### config.mk
export PLATFORM = sky130hd
export DESIGN_NAME = ssq_sweep_seq
export DESIGN_NICKNAME = d
export VERILOG_FILES = /design/src/rtl/ssq_pkg.sv /design/src/rtl/ssq_sweep_seq.sv
export SDC_FILE = /design/constraint.sdc
export NUM_CORES = 1
export LEC_CHECK = 0
export BUFFER_PORTS_ARGS = -buffer_cell sky130_fd_sc_hd__buf_2
export CORE_MARGIN = 2
export CORE_UTILIZATION = 60
export DETAILED_ROUTE_END_ITERATION = 10
export PLACE_DENSITY = 0.95
export REMOVE_ABC_BUFFERS = 1
export SYNTH_ARGS = -nofsm -noshare
export SYNTH_HDL_FRONTEND = slang
export SYNTH_SLANG_ARGS = --single-unit
### constraint.sdc
create_clock -name clk_in -period 3.9 [get_ports clk_in]
set_input_delay 0.585 -clock clk_in [delete_from_list [all_inputs] [get_ports clk_in]]
set_output_delay 0.585 -clock clk_in [all_outputs]
set_load 0.02 [all_outputs]
### src/rtl/ssq_pkg.sv
// constants and carrier types for the single sweep sequencer
package ssq_pkg;
  // register byte offsets
  localparam logic [7:0] OFF_CTRL   = 8'h00;  // converter_control_zero
  localparam logic [7:0] OFF_INSEL  = 8'h04;  // input_select_register
  localparam logic [7:0] OFF_IRQST  = 8'h08;  // sticky event status
  localparam logic [7:0] OFF_IRQMSK = 8'h0C;  // event mask
  localparam logic [7:0] OFF_STATE  = 8'h10;  // sequencer state
  localparam logic [7:0] OFF_RES0   = 8'h20;  // first result register
  localparam logic [7:0] OFF_RESEND = 8'h3C;  // last result register
  // control register fields
  localparam int CTRL_START = 0;              // conversion_start_flag
  localparam int CTRL_SRC_LO = 1;             // start source, 2 bits
  localparam int CTRL_RES10 = 3;              // 1: 10-bit results
  // input select fields
  localparam int INSEL_CNT_LO = 0;            // sweep_count_field, 2 bits
  localparam int INSEL_GRP_LO = 2;            // group_select_field, 2 bits
  // event bits
  localparam int EV_DONE  = 0;                // sweep completed
  localparam int EV_ABORT = 1;                // sweep aborted by software
  localparam int EV_W     = 2;
  // widths and reset values
  localparam int RES_W  = 10;                 // result width
  localparam int NRES   = 8;                  // result registers
  localparam int CH_W   = 4;                  // analog input index width
  localparam logic [3:0] CTRL_RST  = 4'h0;
  localparam logic [3:0] INSEL_RST = 4'h0;
  localparam logic [3:0] HIGH_BANK = 4'h8;    // first input of upper bank
  // start sources
  typedef enum logic [1:0] {
    SRC_SW    = 2'h0,
    SRC_TMR_A = 2'h1,
    SRC_TMR_B = 2'h2,
    SRC_EXT   = 2'h3
  } ssq_src_t;
  // request to the converter core
  typedef struct packed {
    logic            start;                   // one-cycle start pulse
    logic [CH_W-1:0] chan;                    // analog input to sample
    logic            res10;                   // 10-bit resolution
  } ssq_conv_req_t;
  // answer from the converter core
  typedef struct packed {
    logic             done;                   // one-cycle completion pulse
    logic [RES_W-1:0] data;                   // 10-bit raw code
  } ssq_conv_rsp_t;
endpackage

### src/rtl/ssq_sweep_seq.sv
// single sweep sequencer with register port, triggers and interrupt
// What this block does
// - converts each selected input once per sweep
// - group from group and count fields
// - start by software, timers or external trigger
// - software sweep clears start flag when done
// - interrupt when whole group is converted
// - result stored at input index modulo eight
// - clearing start flag aborts with the abort event instead of done
//
// The address map and the address-and-strobe port were decided locally.
`timescale 1ns/1ns
`default_nettype none
module ssq_sweep_seq #(
  parameter int ADDR_W = 8,
  parameter int DATA_W = 32
) (
  input  wire logic                  clk_in,
  input  wire logic                  rstn_in,
  input  wire logic [ADDR_W-1:0]     addr_in,
  input  wire logic [DATA_W-1:0]     wdata_in,
  input  wire logic                  wr_in,
  input  wire logic                  rd_in,
  output logic      [DATA_W-1:0]     rdata_out,
  input  wire logic                  tmr_a_trig_in,
  input  wire logic                  tmr_b_trig_in,
  input  wire logic                  ext_trig_in,
  output ssq_pkg::ssq_conv_req_t     conv_req_out,
  input  wire ssq_pkg::ssq_conv_rsp_t conv_rsp_in,
  output logic                       irq_out
);

  // number of inputs in a sweep minus one, from the count field
  // count codes 0 to 3 give 2, 4, 6 or 8 inputs
  function automatic logic [2:0] last_pos(input logic [1:0] cnt);
    last_pos = {cnt, 1'b1};
  endfunction

  // sequencer states, one-hot
  // launch and wait alternate once per input
  typedef enum logic [3:0] {
    ST_IDLE  = 4'b0001,  // stopped
    ST_ARMED = 4'b0010,  // waiting for a hardware trigger
    ST_LAUNCH = 4'b0100, // issue start for current input
    ST_WAIT  = 4'b1000   // conversion running
  } ssq_state_t;

  ssq_state_t                      state_reg;     // current state
  ssq_state_t                      state_next;    // next state
  logic                            start_reg;     // conversion_start_flag
  logic                            start_next;
  logic [1:0]                      src_reg;       // start source
  logic                            res10_reg;     // resolution select
  logic [1:0]                      cnt_reg;       // sweep_count_field
  logic [1:0]                      grp_reg;       // group_select_field
  logic [2:0]                      pos_reg;       // position in sweep
  logic [2:0]                      pos_next;
  logic [ssq_pkg::EV_W-1:0]        evst_reg;      // sticky events
  logic [ssq_pkg::EV_W-1:0]        evmsk_reg;     // event mask
  logic [ssq_pkg::RES_W-1:0]       res_reg [ssq_pkg::NRES]; // result_registers
  logic [DATA_W-1:0]               rdata_reg;     // read data
  ssq_pkg::ssq_conv_req_t          req_reg;       // request to core
  logic                            irq_reg;
  logic                            ext_s1_reg;    // external pin sync 1
  logic                            ext_s2_reg;    // external pin sync 2
  logic                            ext_s3_reg;    // delayed for edge

  // register port decode
  // results sit at word aligned offsets only
  wire logic wr_ctrl  = wr_in && (addr_in == ssq_pkg::OFF_CTRL);
  wire logic wr_insel = wr_in && (addr_in == ssq_pkg::OFF_INSEL);
  wire logic wr_evst  = wr_in && (addr_in == ssq_pkg::OFF_IRQST);
  wire logic wr_evmsk = wr_in && (addr_in == ssq_pkg::OFF_IRQMSK);
  wire logic res_hit  = (addr_in >= ssq_pkg::OFF_RES0) && (addr_in <= ssq_pkg::OFF_RESEND)
                        && (addr_in[1:0] == 2'h0);
  wire logic [2:0] res_idx = 3'((addr_in - ssq_pkg::OFF_RES0) >> 2);

  // software start and stop edges on the start flag
  // a set is taken only in idle, a clear only outside idle
  wire logic sw_set   = wr_ctrl && wdata_in[ssq_pkg::CTRL_START];
  wire logic sw_clear = wr_ctrl && !wdata_in[ssq_pkg::CTRL_START];

  // rising edge of the synchronised external trigger
  wire logic ext_edge = ext_s2_reg && !ext_s3_reg;

  // selected hardware trigger
  // timer pulses share our clock, so they skip the synchroniser
  wire logic hw_trig = (src_reg == ssq_pkg::SRC_TMR_A) ? tmr_a_trig_in :
                       (src_reg == ssq_pkg::SRC_TMR_B) ? tmr_b_trig_in :
                       (src_reg == ssq_pkg::SRC_EXT)   ? ext_edge : 1'b0;

  // group base: upper bank only for two or four inputs
  // upper bank with six or eight inputs falls back to the low bank
  wire logic [ssq_pkg::CH_W-1:0] base_ch =
    (grp_reg[0] && !cnt_reg[1]) ? ssq_pkg::HIGH_BANK : '0;
  wire logic [ssq_pkg::CH_W-1:0] cur_ch = base_ch | {1'b0, pos_reg};

  // conversion finished for the current input
  // a late done after an abort finds no wait state and is dropped
  wire logic conv_done = (state_reg == ST_WAIT) && conv_rsp_in.done;
  wire logic sweep_end = conv_done && (pos_reg == last_pos(cnt_reg));

  // start is registered this cycle and reaches the core next cycle, unless software aborts
  wire logic launch_go = (state_reg == ST_LAUNCH) && !sw_clear;

  // result width: 8-bit keeps the top bits, right aligned
  // the core always returns ten bits; narrow mode drops the two lsbs
  wire logic [ssq_pkg::RES_W-1:0] res_val = res10_reg ? conv_rsp_in.data :
    {2'h0, conv_rsp_in.data[ssq_pkg::RES_W-1 -: 8]};

  // events raised this cycle
  wire logic [ssq_pkg::EV_W-1:0] ev_now;
  assign ev_now[ssq_pkg::EV_DONE]  = sweep_end && !sw_clear;
  assign ev_now[ssq_pkg::EV_ABORT] = sw_clear && (state_reg == ST_WAIT || state_reg == ST_LAUNCH);

  // read mux
  // unmapped offsets read as zero
  wire logic [DATA_W-1:0] rd_mux =
    (addr_in == ssq_pkg::OFF_CTRL)   ? DATA_W'({res10_reg, src_reg, start_reg}) :
    (addr_in == ssq_pkg::OFF_INSEL)  ? DATA_W'({grp_reg, cnt_reg}) :
    (addr_in == ssq_pkg::OFF_IRQST)  ? DATA_W'(evst_reg) :
    (addr_in == ssq_pkg::OFF_IRQMSK) ? DATA_W'(evmsk_reg) :
    (addr_in == ssq_pkg::OFF_STATE)  ? DATA_W'({pos_reg, state_reg}) :
    res_hit                          ? DATA_W'(res_reg[res_idx]) : '0;

  // sequencer next state
  always_comb begin
    state_next = state_reg;
    start_next = start_reg;
    pos_next   = pos_reg;
    case (state_reg)
      ST_IDLE: begin
        pos_next = 3'h0;
        if (sw_set) begin
          start_next = 1'b1;
          state_next = (wdata_in[ssq_pkg::CTRL_SRC_LO +: 2] == ssq_pkg::SRC_SW) ? ST_LAUNCH : ST_ARMED;
        end
      end
      ST_ARMED: begin
        pos_next = 3'h0;
        if (sw_clear) begin
          start_next = 1'b0;
          state_next = ST_IDLE;
        end else if (hw_trig) begin
          state_next = ST_LAUNCH;
        end
      end
      ST_LAUNCH: begin
        if (sw_clear) begin
          start_next = 1'b0;
          state_next = ST_IDLE;
        end else begin
          state_next = ST_WAIT;
        end
      end
      ST_WAIT: begin
        if (sw_clear) begin
          start_next = 1'b0;
          state_next = ST_IDLE;
        end else if (sweep_end) begin
          pos_next = 3'h0;
          if (src_reg == ssq_pkg::SRC_SW) begin
            start_next = 1'b0;
            state_next = ST_IDLE;
          end else begin
            // hardware mode rearms for next trigger
            state_next = ST_ARMED;
          end
        end else if (conv_done) begin
          // advance to next input of the group
          pos_next   = 3'(pos_reg + 3'h1);
          state_next = ST_LAUNCH;
        end
      end
      default: begin
        start_next = 1'b0;
        state_next = ST_IDLE;
      end
    endcase
  end

  // state, flag and position
  // a bad state code falls back to idle through the default branch
  always_ff @(posedge clk_in) begin
    if (!rstn_in) begin
      state_reg <= ST_IDLE;
      start_reg <= 1'b0;
      pos_reg   <= 3'h0;
    end else begin
      state_reg <= state_next;
      start_reg <= start_next;
      pos_reg   <= pos_next;
    end
  end

  // configuration only taken while stopped
  // writes landing mid-sweep are dropped so a sweep sees one setting
  always_ff @(posedge clk_in) begin
    if (!rstn_in) begin
      src_reg   <= ssq_pkg::CTRL_RST[ssq_pkg::CTRL_SRC_LO +: 2];
      res10_reg <= ssq_pkg::CTRL_RST[ssq_pkg::CTRL_RES10];
      cnt_reg   <= ssq_pkg::INSEL_RST[ssq_pkg::INSEL_CNT_LO +: 2];
      grp_reg   <= ssq_pkg::INSEL_RST[ssq_pkg::INSEL_GRP_LO +: 2];
    end else if (state_reg == ST_IDLE) begin
      if (wr_ctrl) begin
        src_reg   <= wdata_in[ssq_pkg::CTRL_SRC_LO +: 2];
        res10_reg <= wdata_in[ssq_pkg::CTRL_RES10];
      end
      if (wr_insel) begin
        cnt_reg <= wdata_in[ssq_pkg::INSEL_CNT_LO +: 2];
        grp_reg <= wdata_in[ssq_pkg::INSEL_GRP_LO +: 2];
      end
    end
  end

  // result registers, one per slot
  // an aborted conversion never lands, older slots keep stale data
  genvar gi;
  generate
    for (gi = 0; gi < ssq_pkg::NRES; gi++) begin : g_res
      always_ff @(posedge clk_in) begin
        if (!rstn_in) begin
          res_reg[gi] <= '0;
        // slot is input index modulo eight
        end else if (conv_done && !sw_clear && (cur_ch[2:0] == 3'(gi))) begin
          res_reg[gi] <= res_val;
        end
      end
    end
  endgenerate

  // converter request, registered
  always_ff @(posedge clk_in) begin
    if (!rstn_in) begin
      req_reg <= '0;
    end else begin
      req_reg.start <= launch_go;
      if (launch_go) begin
        req_reg.chan  <= cur_ch;
        req_reg.res10 <= res10_reg;
      end
    end
  end

  // sticky events and interrupt; set wins over clear
  // irq follows the status one cycle late
  always_ff @(posedge clk_in) begin
    if (!rstn_in) begin
      evst_reg  <= '0;
      evmsk_reg <= '0;
      irq_reg   <= 1'b0;
    end else begin
      evst_reg <= (evst_reg & ~(wr_evst ? wdata_in[ssq_pkg::EV_W-1:0] : '0)) | ev_now;
      if (wr_evmsk) begin
        evmsk_reg <= wdata_in[ssq_pkg::EV_W-1:0];
      end
      irq_reg <= |(evst_reg & evmsk_reg);
    end
  end

  // external trigger synchroniser
  // the first stage feeds no logic; the third remembers the last level for the edge
  always_ff @(posedge clk_in) begin
    if (!rstn_in) begin
      ext_s1_reg <= 1'b0;
      ext_s2_reg <= 1'b0;
      ext_s3_reg <= 1'b0;
    end else begin
      ext_s1_reg <= ext_trig_in;
      ext_s2_reg <= ext_s1_reg;
      ext_s3_reg <= ext_s2_reg;
    end
  end

  // read data one cycle after the strobe
  // zero outside the answer cycle, so the bus idles quiet
  always_ff @(posedge clk_in) begin
    if (!rstn_in) begin
      rdata_reg <= '0;
    end else begin
      rdata_reg <= rd_in ? rd_mux : '0;
    end
  end

  // outputs come straight from the flops above
  assign rdata_out    = rdata_reg;
  assign conv_req_out = req_reg;
  assign irq_out      = irq_reg;

endmodule
`default_nettype wire

---- Yosys cells after proc, flatten, opt, wreduce, memory -nomap -nowiden ----
Memory sizes are Yosys's and may differ from the RTL's.
Cells that the tools add are included.
word-level totals
  register bits after elaboration ......... 61
  bits in latches ......................... 0
  bits in writable memories ............... 80
  bits in read-only memories .............. 0
  input port bits ......................... 58
  logic and storage cells ................. 180
  memories kept ........................... 1
memory list
  memory   depth  bits a word  rd ports  clocked after memory_dff  wr ports  line                 text
  res_reg  8      10           1         0                         8         ssq_sweep_seq.sv:60  logic [ssq_pkg::RES_W-1:0] res_reg [ssq_pkg::NRES];
cells by class
  add/sub/neg operators ................... 2
  $mul .................................... 0
  divide/modulo/power cells ............... 0
  $lt $le $gt $ge ......................... 2
  eq/ne operators ......................... 27
  shift-type cells ........................ 0
  multiplexer cells ....................... 65
  bitwise operators ....................... 16
  reductions and logical operators ........ 47
operator list
  cell                                                                                 count
  10-bit 2-to-1 mux                                                                    9
  4-bit 2-to-1 mux                                                                     12
  1-bit 2-to-1 mux                                                                     33
  1-bit logical AND                                                                    24
  8-bit by 4-bit equality test with 1-bit output, second input constant                2
  4-bit case mux with 4 select lines                                                   1
  7-bit 2-to-1 mux                                                                     2
  3-bit equality test, second input constant                                           4
  3-bit 2-to-1 mux                                                                     4
  3-bit inequality test, second input constant                                         3
  8-bit by 3-bit equality test with 1-bit output, second input constant                1
  8-bit by 5-bit equality test with 1-bit output, second input constant                1
  8-bit by 6-bit greater-or-equal comparator with 1-bit output, second input constant  1
  8-bit by 6-bit less-or-equal comparator with 1-bit output, second input constant     1
  8-bit logical NOT                                                                    1
  1-bit bitwise OR                                                                     8
  8-bit OR reduction                                                                   1
  7-bit OR reduction                                                                   1
  3-bit by 2-bit equality test with 1-bit output, second input constant                2
  2-bit logical NOT                                                                    3
  3-bit case mux with 2 select lines                                                   1
  2-bit AND reduction                                                                  3
  3-bit AND reduction                                                                  2
  2-bit OR reduction                                                                   3
  other kinds (27)                                                                     36

---- Logic depth before layout (Yosys ltp) ----
Gate-level depths: netlist of run 1.
  depth in word-level cells ............... 10
  depth in mapped cells ................... 7
  gate-level depth less buffers ........... 4

---- Worst setup path after synthesis of run 1 ----
No wires, ideal clock.
  path type ............................... input to register
  start ................................... input addr_in[3]
  end ..................................... memory res_reg[1][0] in the netlist's numbering, enable pin
  setup time .............................. 0.394 ns
  arrival ................................. 2.359 ns
  slack ................................... 1.148 ns
  stages .................................. 6
  buffers on the path ..................... 2
  cells stage by stage .................... clkbuf_1 -> nor4_1 -> nand3_1 -> clkbuf_1 -> nand2_1 -> o31ai_1
RTL lines
  what                line                 text
  start: declaration  ssq_sweep_seq.sv:20  input wire logic [ADDR_W-1:0] addr_in,
  end: declaration    ssq_sweep_seq.sv:60

==> results.md, run 1 <==
Clock tree:
- After clock tree synthesis, the clock-pin slew on the worst setup and hold paths is 0.06 ns.
- Counting every sink on the clock net gives 119.
- The insertion delay of the later-clocked pin in the worst-skew pair is 0.53 ns.
- The CTS H-tree depth is 4.
- In this run, post-CTS repair resized a total of 0 instances.
- The number of hold-repair buffers added at the cts stage is 0.
- The buffers inserted during post-CTS setup optimization is 0.
- Clock tree synthesis inserted a total of 17 buffers.
- CTS placed an instance of clkbuf_8 at the clock tree root.
- The CTS tree is yes.
- The clock passes through at most 2 buffers.

Setup path:
- The required time of the critical path is 4.12 ns.
- The class of the most critical setup path is reg2reg.
- Of all nets on the critical path, the largest fanout is 14.
- In this run the register-to-register setup slack is ~1.2 ns.
- The startpoint of the most critical register-to-register path is state_reg[3].
- The number of cells on the worst reg-to-reg path is 5.
- The data arrival time at the worst-slack endpoint is 2.95 ns.
- The worst setup path is launched from a flip-flop.
- The worst setup path is captured at a flip-flop.
- The worst register-to-register path ends at res_reg[5][0].

Hold path:
- The worst hold path begins at ext_trig_in.
- Counting instances, the worst hold path has a depth of 2.
- In this run the worst hold path is classified as in2reg.
- For hold timing, the worst endpoint is ext_s1_reg.

Die:
- The core footprint is 9240 sq um.
- In this run the vertical extent of the chip is 101 microns.
- The starting utilization of the core area is 61.6%.
- The floorplan step defined a die boundary enclosing 10300 sq um.
- From left edge to right edge, the die measures 101 microns.
- The I/O pin count is 97.
- Row generation in the floorplan step produced 35 rows.

Detailed routing:
- The overall routed net length is 16.0 mm.
- For this block, the initial DRC count from the detailed router was 795.
- Using the TritonRoute via totals, the vias-per-cell ratio works out to 6.73.
- The pre-antenna-repair detailed-routing pass consisted of 7 iterations.
- The routed layout has 4576 vias.
- After detailed routing, the average wire length per cell comes to 23.5 microns.
- In the routed design, unresolved DRC markers number 0.
- The count of nets left with antenna violations once routing finished came out at 0.

Yosys:
- The cell taking the most area after synthesis is edfxtp_1.
- After synthesis, the cell types taking the most area are edfxtp_1, dfxtp_1, mux4_2.
- The share of the yosys chip area belonging to registers is 55.9%.
- The area share of the leading cell type in the synthesized netlist is 42.2%.
- The mean area per synthesized cell is ~12 sq um.
- The cell count after synthesis came out at 494.
- The number of warnings issued by yosys is 0.
- Among all flip-flop cells after synthesis, the most frequent one is edfxtp_1.
- Counting flops with a built-in enable in the synthesized netlist gives 80.
- The number of synthesized register bits is 119.
- The number of library cell types mapped by synthesis is 57.
- After synthesis the cells add up to 5690 sq um.
- The fraction of registers with async set/reset is 0%.

STA:
- The worst slew slack as a fraction of its limit is 7.50%.
- After layout, the worst path uses around 70% of the clock period.
- The slew at the pin closest to its max-slew limit is between 1 and 1.5 ns.
- Setup violations remaining at the end of the flow were counted as 0.
- The number of slew-limit violations in the final report is 0.
- Setup repair after global routing left no endpoint under its margin.
- The setup TNS after final layout is 0 ns.
- Subtracting the final worst setup slack from the clock period gives 2.73 ns.
- The count of endpoints failing hold in the final timing report came to 0.
- The clock arrives with 0.00854 ns of skew.
- Timing would allow up to 0.367 GHz.

Placed design:
- The count of buffers inserted at the top-level ports is 46.
- The HPWL after detailed placement is approximately 9.5 mm.
- At the end of routability-driven placement, the weighted congestion stood at 0.922.

Power:
- The internal portion of the total power is 2410 uW.
- The power dissipated by switching net loads is between 700 and 800 uW.
- The total design power is 3150 uW.
- The switching portion of total power is 23.5%.
- The leakage power is 0.00251 uW.
- In this run the power density over the cells is 483 nW/um^2.
- The maximum ir drop on the vdd rail is 0.273 mV.
- Sequential cells burn 44.0% of the power.
- The combinational fraction of design power is 5.8%.
- Of the total power, the clock network draws 50.2%.

Global route:
- The number of global-route vias before repair was 4379.
- Across every metal layer, demand over resource in global routing totals 32.1%.
- The initial antenna violation count came to 0.
- Entering global routing, the biggest net connects 25 pins.
- The global-route wire length before repair is 24.2 mm.
- Summed over all layers, the global routing overflow is 0.

Final layout:
- The number of nets at the end of the flow is 602.
- The multi-input combinational cells in the finished layout cover a total of 2250 sq um.
- The register with the most flip-flops in the layout has 80 of them.
- The number of antenna diodes in the final layout is 0.
- The share of final-layout standard cells stronger than drive strength 1 is between 10% and 20%.
- Fill cells in the final layout number 546.
- The core utilization of the finished layout is a little over two thirds.
- Across the whole layout, storage elements account for 3180 sq um.
- The signed area change from the synthesized netlist to the final layout is 14.8%.

Outcome:
- The flow ran to the end, and the final reports show no timing, DRC or antenna violations.

Job:
- Across the run, the number of max-cap violations was 0.
synth_stat cells (3+ instances only):
library cell / number
clkbuf_1: 16
o21ai_0: 11
o22ai_1: 4
o2bb2ai_1: 4
xor2_1: 3
nor2_1: 104
nor3_1: 7
a211oi_1: 3
edfxtp_1: 80
ha_1: 6
inv_1: 15
buf_2: 9
nand2_1: 12
nand3_1: 9
a21oi_1: 10
nor2b_1: 7
or4_1: 4
buf_4: 23
dfxtp_1: 39
o31ai_1: 4
or3_1: 3
nand4_1: 13
and3_1: 3
mux4_2: 18
nand2b_1: 6
nor4_1: 5
and2_1: 4
mux2i_1: 28
worst max-delay path by stage:
stage,from,to,slack (ns),cells past startpoint
2_1_floorplan,wr_in,res_reg[1][0],1.29,4
3_3_place_gp,addr_in[2],res10_reg,1.31,6
3_5_place_dp,rstn_in,res_reg[5][1],1.27,5
4_1_cts,state_reg[3],res_reg[5][0],1.33,5
5_1_grt,state_reg[3],res_reg[5][0],1.18,5
6_report,state_reg[3],res_reg[5][0],1.17,5
cell type report:
cell class	count	area share, %
Sequential cell	119	48.7
Multi-Input combinational cell	331	34.4
Clock buffer	18	6.40
Timing Repair Buffer	54	4.44
Clock inverter	14	2.70
Tap cell	129	2.47
Inverter	15	0.862
kinds of logic after synthesis:
kind of cell    synth area share [%]
compound gates                  7.50
fa+ha+maj                       1.32
buf+inv                         6.00
other cells                   0.0659
flops                           55.9
xor+xnor                       0.616
simple gates                    16.3
mux                             12.2
stage by stage:
| step | std cells | hold WS, ns | instance area (sq um) | worst slack [ns] |
|---|---|---|---|---|
| 6_report | 680 | 0.271 | 6530 | 1.17 |
| 3_3_place_gp | 648 | 0.414 | 5940 | 1.31 |
| 5_1_grt | 680 | 0.268 | 6530 | 1.18 |
| 2_1_floorplan | 465 | 0.412 | 5490 | 1.29 |
| 4_1_cts | 680 | 0.257 | 6530 | 1.33 |
| 3_5_place_dp | 648 | 0.432 | 5940 | 1.27 |
power groups by stage:
stage               registers, uW  clock network (uW)  logic, uW
finish                       1390                1580        184
global route                 1390                1630        192
CTS                          1380                1570        178
detailed placement           1410                   0        173
global placement             1400                   0        166
floorplan                    1400                   0       99.7
cell usage in the layout (no fill, tap or decap), types with 9 or more instances in the layout:
cell type  count
o21ai_0       11
nand4_1       13
mux2i_1       28
mux4_2        18
edfxtp_1      80
nor2_1       104
inv_1         15
a21oi_1       10
nand2_1       12
clkbuf_16     16
conb_1        22
buf_2         46
nand3_1        9
dfxtp_1       39
critical path: stages, from the launching register on:
cell,delay [ns]
dfxtp_1,0.52
nor4b_2,0.45
and2_1,0.53
nand2_1,0.25
o31ai_1,0.38
buf_4,0.29
layer usage:
metal | part of all wire [%] | track usage [%] | wire (microns) | vias up
met2 | 48 | 50.6 | 7640 | 470
li1 | - | - | - | 1865
met3 | 12 | 7.94 | 1900 | 109
met1 | 34 | 40.7 | 5460 | 2132
met4 | 6.1 | 18.6 | 977 | 0
met5 | 0 | 0 | 0 | -
(Power assumes the default switching activity.)
==> run 2, diff against run 1 <==
Settings changed: ABC_AREA from default to 1, CORE_UTILIZATION 60 to 51, PLACE_DENSITY 0.95 to 0.87.
Clock period 3.9 ns to 2.5 ns, I/O delays scaled along.
==> run 2 against run 1 <==
Against the previous run: power grew 57%; via count rose by 8.1%; register-to-register slack lost 0.81 ns; critical path depth is 2 higher; first-iteration DRC count fell by 22%; routed wire length decreased by 4.8%; die area rose by 19%.
==> results.md, run 2 <==
Outcome:
- Outcome: complete, no violations (unchanged).

Yosys:
- The share of the yosys chip area belonging to registers is 55.0% (was 55.9%).
- The number of flops mapped to enable cells by yosys is 80 (unchanged).
- The mean area per synthesized cell is 9.08 sq um (was 11.5 sq um).
- The number of library cell types mapped by synthesis is 33 (was 57).
- The cell taking the most area after synthesis is edfxtp_1 (unchanged).
- Leading post-synthesis cells by cell area: edfxtp_1, dfxtp_1, nand2_1 (was edfxtp_1, dfxtp_1, mux4_2).
- The main combinational cell family by area after synthesis is simple AND/OR/NAND/NOR gates (unchanged).
- The arithmetic-cell share of the synthesized area counting full adders, half adders and majority gates is 1.30% (was 1.32%).
- The post-synth design cell area is 5790 sq um (was 5690 sq um).
- The xor/xnor share of the synthesized area was 0% (was 0.616%).
- The fraction of the mapped netlist area in compound gates is 9.10% (was 7.50%).
- The fraction of registers with async set/reset is 0% (unchanged).
- Most common library cells after synthesis: nand2_1, nor2_1, edfxtp_1 (was nor2_1, edfxtp_1, dfxtp_1).
- The flip-flop cell with the highest count after synthesis is edfxtp_1 (unchanged).
- The number of synthesized register bits is 119 (unchanged).
- The area share of the leading cell type in the synthesized netlist is 41.5% (was 42.2%).
- The number of instances in the synthesized netlist is 637 (was 494).
- The mux share of post-synthesis cell area was 0.692% (was 12.2%).
- The share of synthesized cell area in and, or, nand and nor gates is 25.2% (was 16.3%).
- The most repeated cell in the gate-level netlist after synthesis is nand2_1 (was nor2_1).
- The number of warnings issued by yosys is 0 (unchanged).

Die:
- The vertical die dimension is 111 microns (was 101 microns).
- The width of the chip is 111 microns (was 101 microns).
- The starting utilization of the core area is 52.9% (was 61.6%).
- The area of the die is 12200 sq um (was 10300 sq um).
- The total number of placement rows is 38 (was 35).
- The core footprint was 10900 sq um (was 9240 sq um).
- The I/O pin count is 97 (unchanged).

Power:
- The switching portion of total power is 24.0% (was 23.5%).
- The clock group share of total power is 48.3% (was 50.2%).
- The power density normalized to cell area is 735 nW/um^2 (was 483 nW/um^2).
- The maximum ir drop on the vdd rail was 0.463 mV (was 0.273 mV).
- The combinational fraction of design power is 7.8% (was 5.8%).
- The leakage power is 0.00293 uW (was 0.00251 uW).
- The internal cell power is 3770 uW (was 2410 uW).
- The power dissipated by switching net loads is 1190 uW (was 740 uW).
- The sequential share of power is 44.0% (about the same).

Setup path:
- The largest fanout on the critical path came to 11 (was 14).
- The category of the worst setup path capture point was a flip-flop (unchanged).
- The slack of the worst reg-to-reg path is 0.37 ns (was 1.17 ns).
- The required time of the critical path came to 2.55 ns (was 4.12 ns).
- The cell occurring most often along the worst timing path is nand2_1.
- The delay of the slowest cell on the worst path is 0.40 ns (was 0.53 ns).
- The data arrival time at the worst-slack endpoint was 2.18 ns (was 2.95 ns).
- The startpoint of the worst setup timing path was state_reg[0] (was state_reg[3]).
- The kind of launch point of the worst setup path is a flip-flop (unchanged).
- The startpoint of the most critical register-to-register path is state_reg[0] (was state_reg[3]).
- Cells traversed along the worst timing path: nor2_1 > nand4_1 > inv_1 > nand2_4 > inv_2 > nand2_1 > nand2_1 (was nor4b_2 > and2_1 > nand2_1 > o31ai_1 > buf_4).
- The worst reg2reg path depth is 7 (was 5).
- The library cell contributing the largest single delay on the critical path is nand2_1 (was and2_1).
- The capture instance of the worst register-to-register path was res_reg[3][8] (was res_reg[5][0]).
- The class of the most critical setup path is reg2reg (unchanged).

Placed design:
- The weighted congestion reported at the end of routability-driven placement came to 0.964 (was 0.922).
- The count of buffers inserted at the top-level ports is 46 (unchanged).
- The detailed placement HPWL is 10.2 mm (was 9.50 mm).
- The count of placed standard cells including taps is 826 (was 648).

STA:
- The time the final worst path needs with I/O delays and setup is 2.13 ns (was 2.73 ns).
- The slew at the pin closest to its max-slew limit is 0.805 ns (was 1.37 ns).
- The count of endpoints failing hold in the final timing report is 0 (unchanged).
- The worst clock skew is 0.00950 ns (was 0.00854 ns).
- The setup TNS after final layout is 0 ns (unchanged).
- The final critical-path share of the clock period is 85.3% (was 69.9%).
- The worst slew slack as a fraction of its limit is 45.8% (was 7.50%).
- The peak clock frequency supported by timing is 0.469 GHz (was 0.367 GHz).
- The count of endpoints failing setup in the final report is 0 (unchanged).
- Setup repair after global routing missed its margin: no (unchanged).
- The number of slew-limit violations in the final report was 0 (unchanged).

Detailed routing:
- The total length of routed met3 wires is 1.57 mm (was 1.90 mm).
- The post-detailed-route count of antenna-violating nets is 0 (unchanged).
- The DRC violation count after routing is 0 (unchanged).
- The overall routed net length was 15.2 mm (was 16.0 mm).
- The vias after detailed routing is 4945 (was 4576).
- The length of the first detailed-routing pass in iterations is 9 (was 7).
- The met2 layer wire length in the routed design is 7.51 mm (was 7.64 mm).
- The vias per cell was 5.76 (was 6.73).
- The highest routing layer actually used was met4 (unchanged).
- The post-route met1 wirelength is 5.43 mm (was 5.46 mm).
- The initial DRC count is 620 (was 795).
- The mean routed wirelength per cell is 17.7 microns (was 23.5 microns).

Clock tree:
- The buffers inserted during post-CTS setup optimization is 0 (unchanged).
- The CTS tree is yes (unchanged).
- The post-cts sizing count is 0 (unchanged).
- The number of hold-repair buffers added at the cts stage is 0 (unchanged).
- The CTS H-tree depth is 4 (unchanged).
- The clock transition at the registers of the reported paths is 0.06 ns (about the same).
- The insertion delay of the later-clocked pin in the worst-skew pair is 0.42 ns (was 0.53 ns).
- The TritonCTS buffer count came to 17 (unchanged).
- The CTS sink count is 119 (unchanged).
- The cell at the root of the clock tree is clkbuf_16 (was clkbuf_8).
- The maximum buffer depth of the clock tree is 2 (unchanged).

Hold path:
- The startpoint of the lowest-slack hold path was ext_trig_in (unchanged).
- The class of the tightest hold or removal check is in2reg (unchanged).
- The number of instances on the worst hold path came to 3 (was 2).
- The hold path endpoint is ext_s1_reg (unchanged).

Final layout:
- The number of non-filler instances in the completed layout was 858 (was 680).
- The antenna cell count is 0 (unchanged).
- The sequential cell area came to 3180 sq um (unchanged).
- The signed area change from the synthesized netlist to the final layout is 16.4% (was 14.8%).
- The number of nets at the end of the flow is 769 (was 602).
- The most frequent standard cell in the layout excluding fill and tap cells was nand2_1 (was nor2_1).
- The number of filler cells placed in the layout was 829 (was 546).
- The number of flip-flops under the largest register name is 80 (unchanged).
- The core utilization of the finished layout is 61.6% (was 70.7%).
- Top library cells by usage in the layout, fill and taps aside: nand2_1, nor2_1, edfxtp_1, inv_1, buf_2 (was nor2_1, edfxtp_1, buf_2, dfxtp_1, mux2i_1).
- The area taken by multi-input logic gates is 2180 sq um (was 2250 sq um).
- The share of final-layout standard cells stronger than drive strength 1 came to 17.0% (was 19.8%).

Global route:
- The overflow left after global routing is 0 (unchanged).
- The total track usage is 25.4% (was 32.1%).
- The initial antenna violation count is 0 (unchanged).
- The largest net degree at the start of global routing was 26 (was 25).
- The global-route wire length before repair is 24.2 mm (about the same).
- The number of global-route vias before repair is 4813 (was 4379).

Job:
- The max capacitance violation total is 0 (unchanged).
-- run 2: cells by family (layout without fill, tap and decap cells) --
| family | Yosys count | after routing |
|---|---|---|
| simple gates | 310 | 310 |
| buf+inv | 100 | 160 |
| compound gates | 97 | 97 |
| flops | 119 | 119 |
| mux | 4 | 4 |
| other cells | 1 | 22 |
| fa+ha+maj | 6 | 6 |
-- run 2: final cells by class --
type	instances	share of cell area [%]
Sequential cell	119	47.3
Clock buffer	22	7.38
Clock inverter	10	1.34
Tap cell	140	2.60
Inverter	63	3.51
Multi-Input combinational cell	439	32.4
Timing Repair Buffer	65	5.54
-- run 2: power groups by stage --
| stage | Clock (uW) | Sequential (uW) | Combinational [uW] |
|---|---|---|---|
| 4_1_cts | 2380 | 2180 | 376 |
| 3_5_place_dp | 0 | 2220 | 368 |
| 5_1_grt | 2480 | 2180 | 416 |
| 2_1_floorplan | 0 | 2220 | 215 |
| 6_report | 2390 | 2180 | 385 |
| 3_3_place_gp | 0 | 2210 | 353 |
-- run 2: per-layer routing --
metal	global-route usage (%)	vias up
met4	13.7	0
met5	0	-
met2	42.5	375
met3	6.31	73
li1	-	2230
met1	30.2	2267
-- run 2: how the worst max path moves through the flow --
stage                     slack, ns            end  cells past startpoint
after detailed placement       0.31  res_reg[3][8]                      9
after CTS                      0.40  res_reg[3][1]                      7
after floorplan                0.50  res_reg[6][0]                      4
after global routing           0.25  res_reg[3][0]                      7
final                          0.37  res_reg[3][8]                      7
after global placement         0.38  res_reg[3][7]                      9
-- run 2: stage by stage --
step           cell area [sq um]  total power, uW  setup slack (ns)  hold slack (ns)
6_report                    6740             4950             0.367            0.144
4_1_cts                     6740             4930             0.395            0.143
3_5_place_dp                6150             2580             0.311            0.403
3_3_place_gp                6150             2560             0.375            0.396
5_1_grt                     6740             5080             0.247            0.162
2_1_floorplan               5600             2430             0.500            0.390
-- run 2: worst max-delay path, delay by kind of cell, from the launching register on --
family	cells	cell delay, ns
flops	1	0.36
simple gates	5	0.97
buf+inv	2	0.44
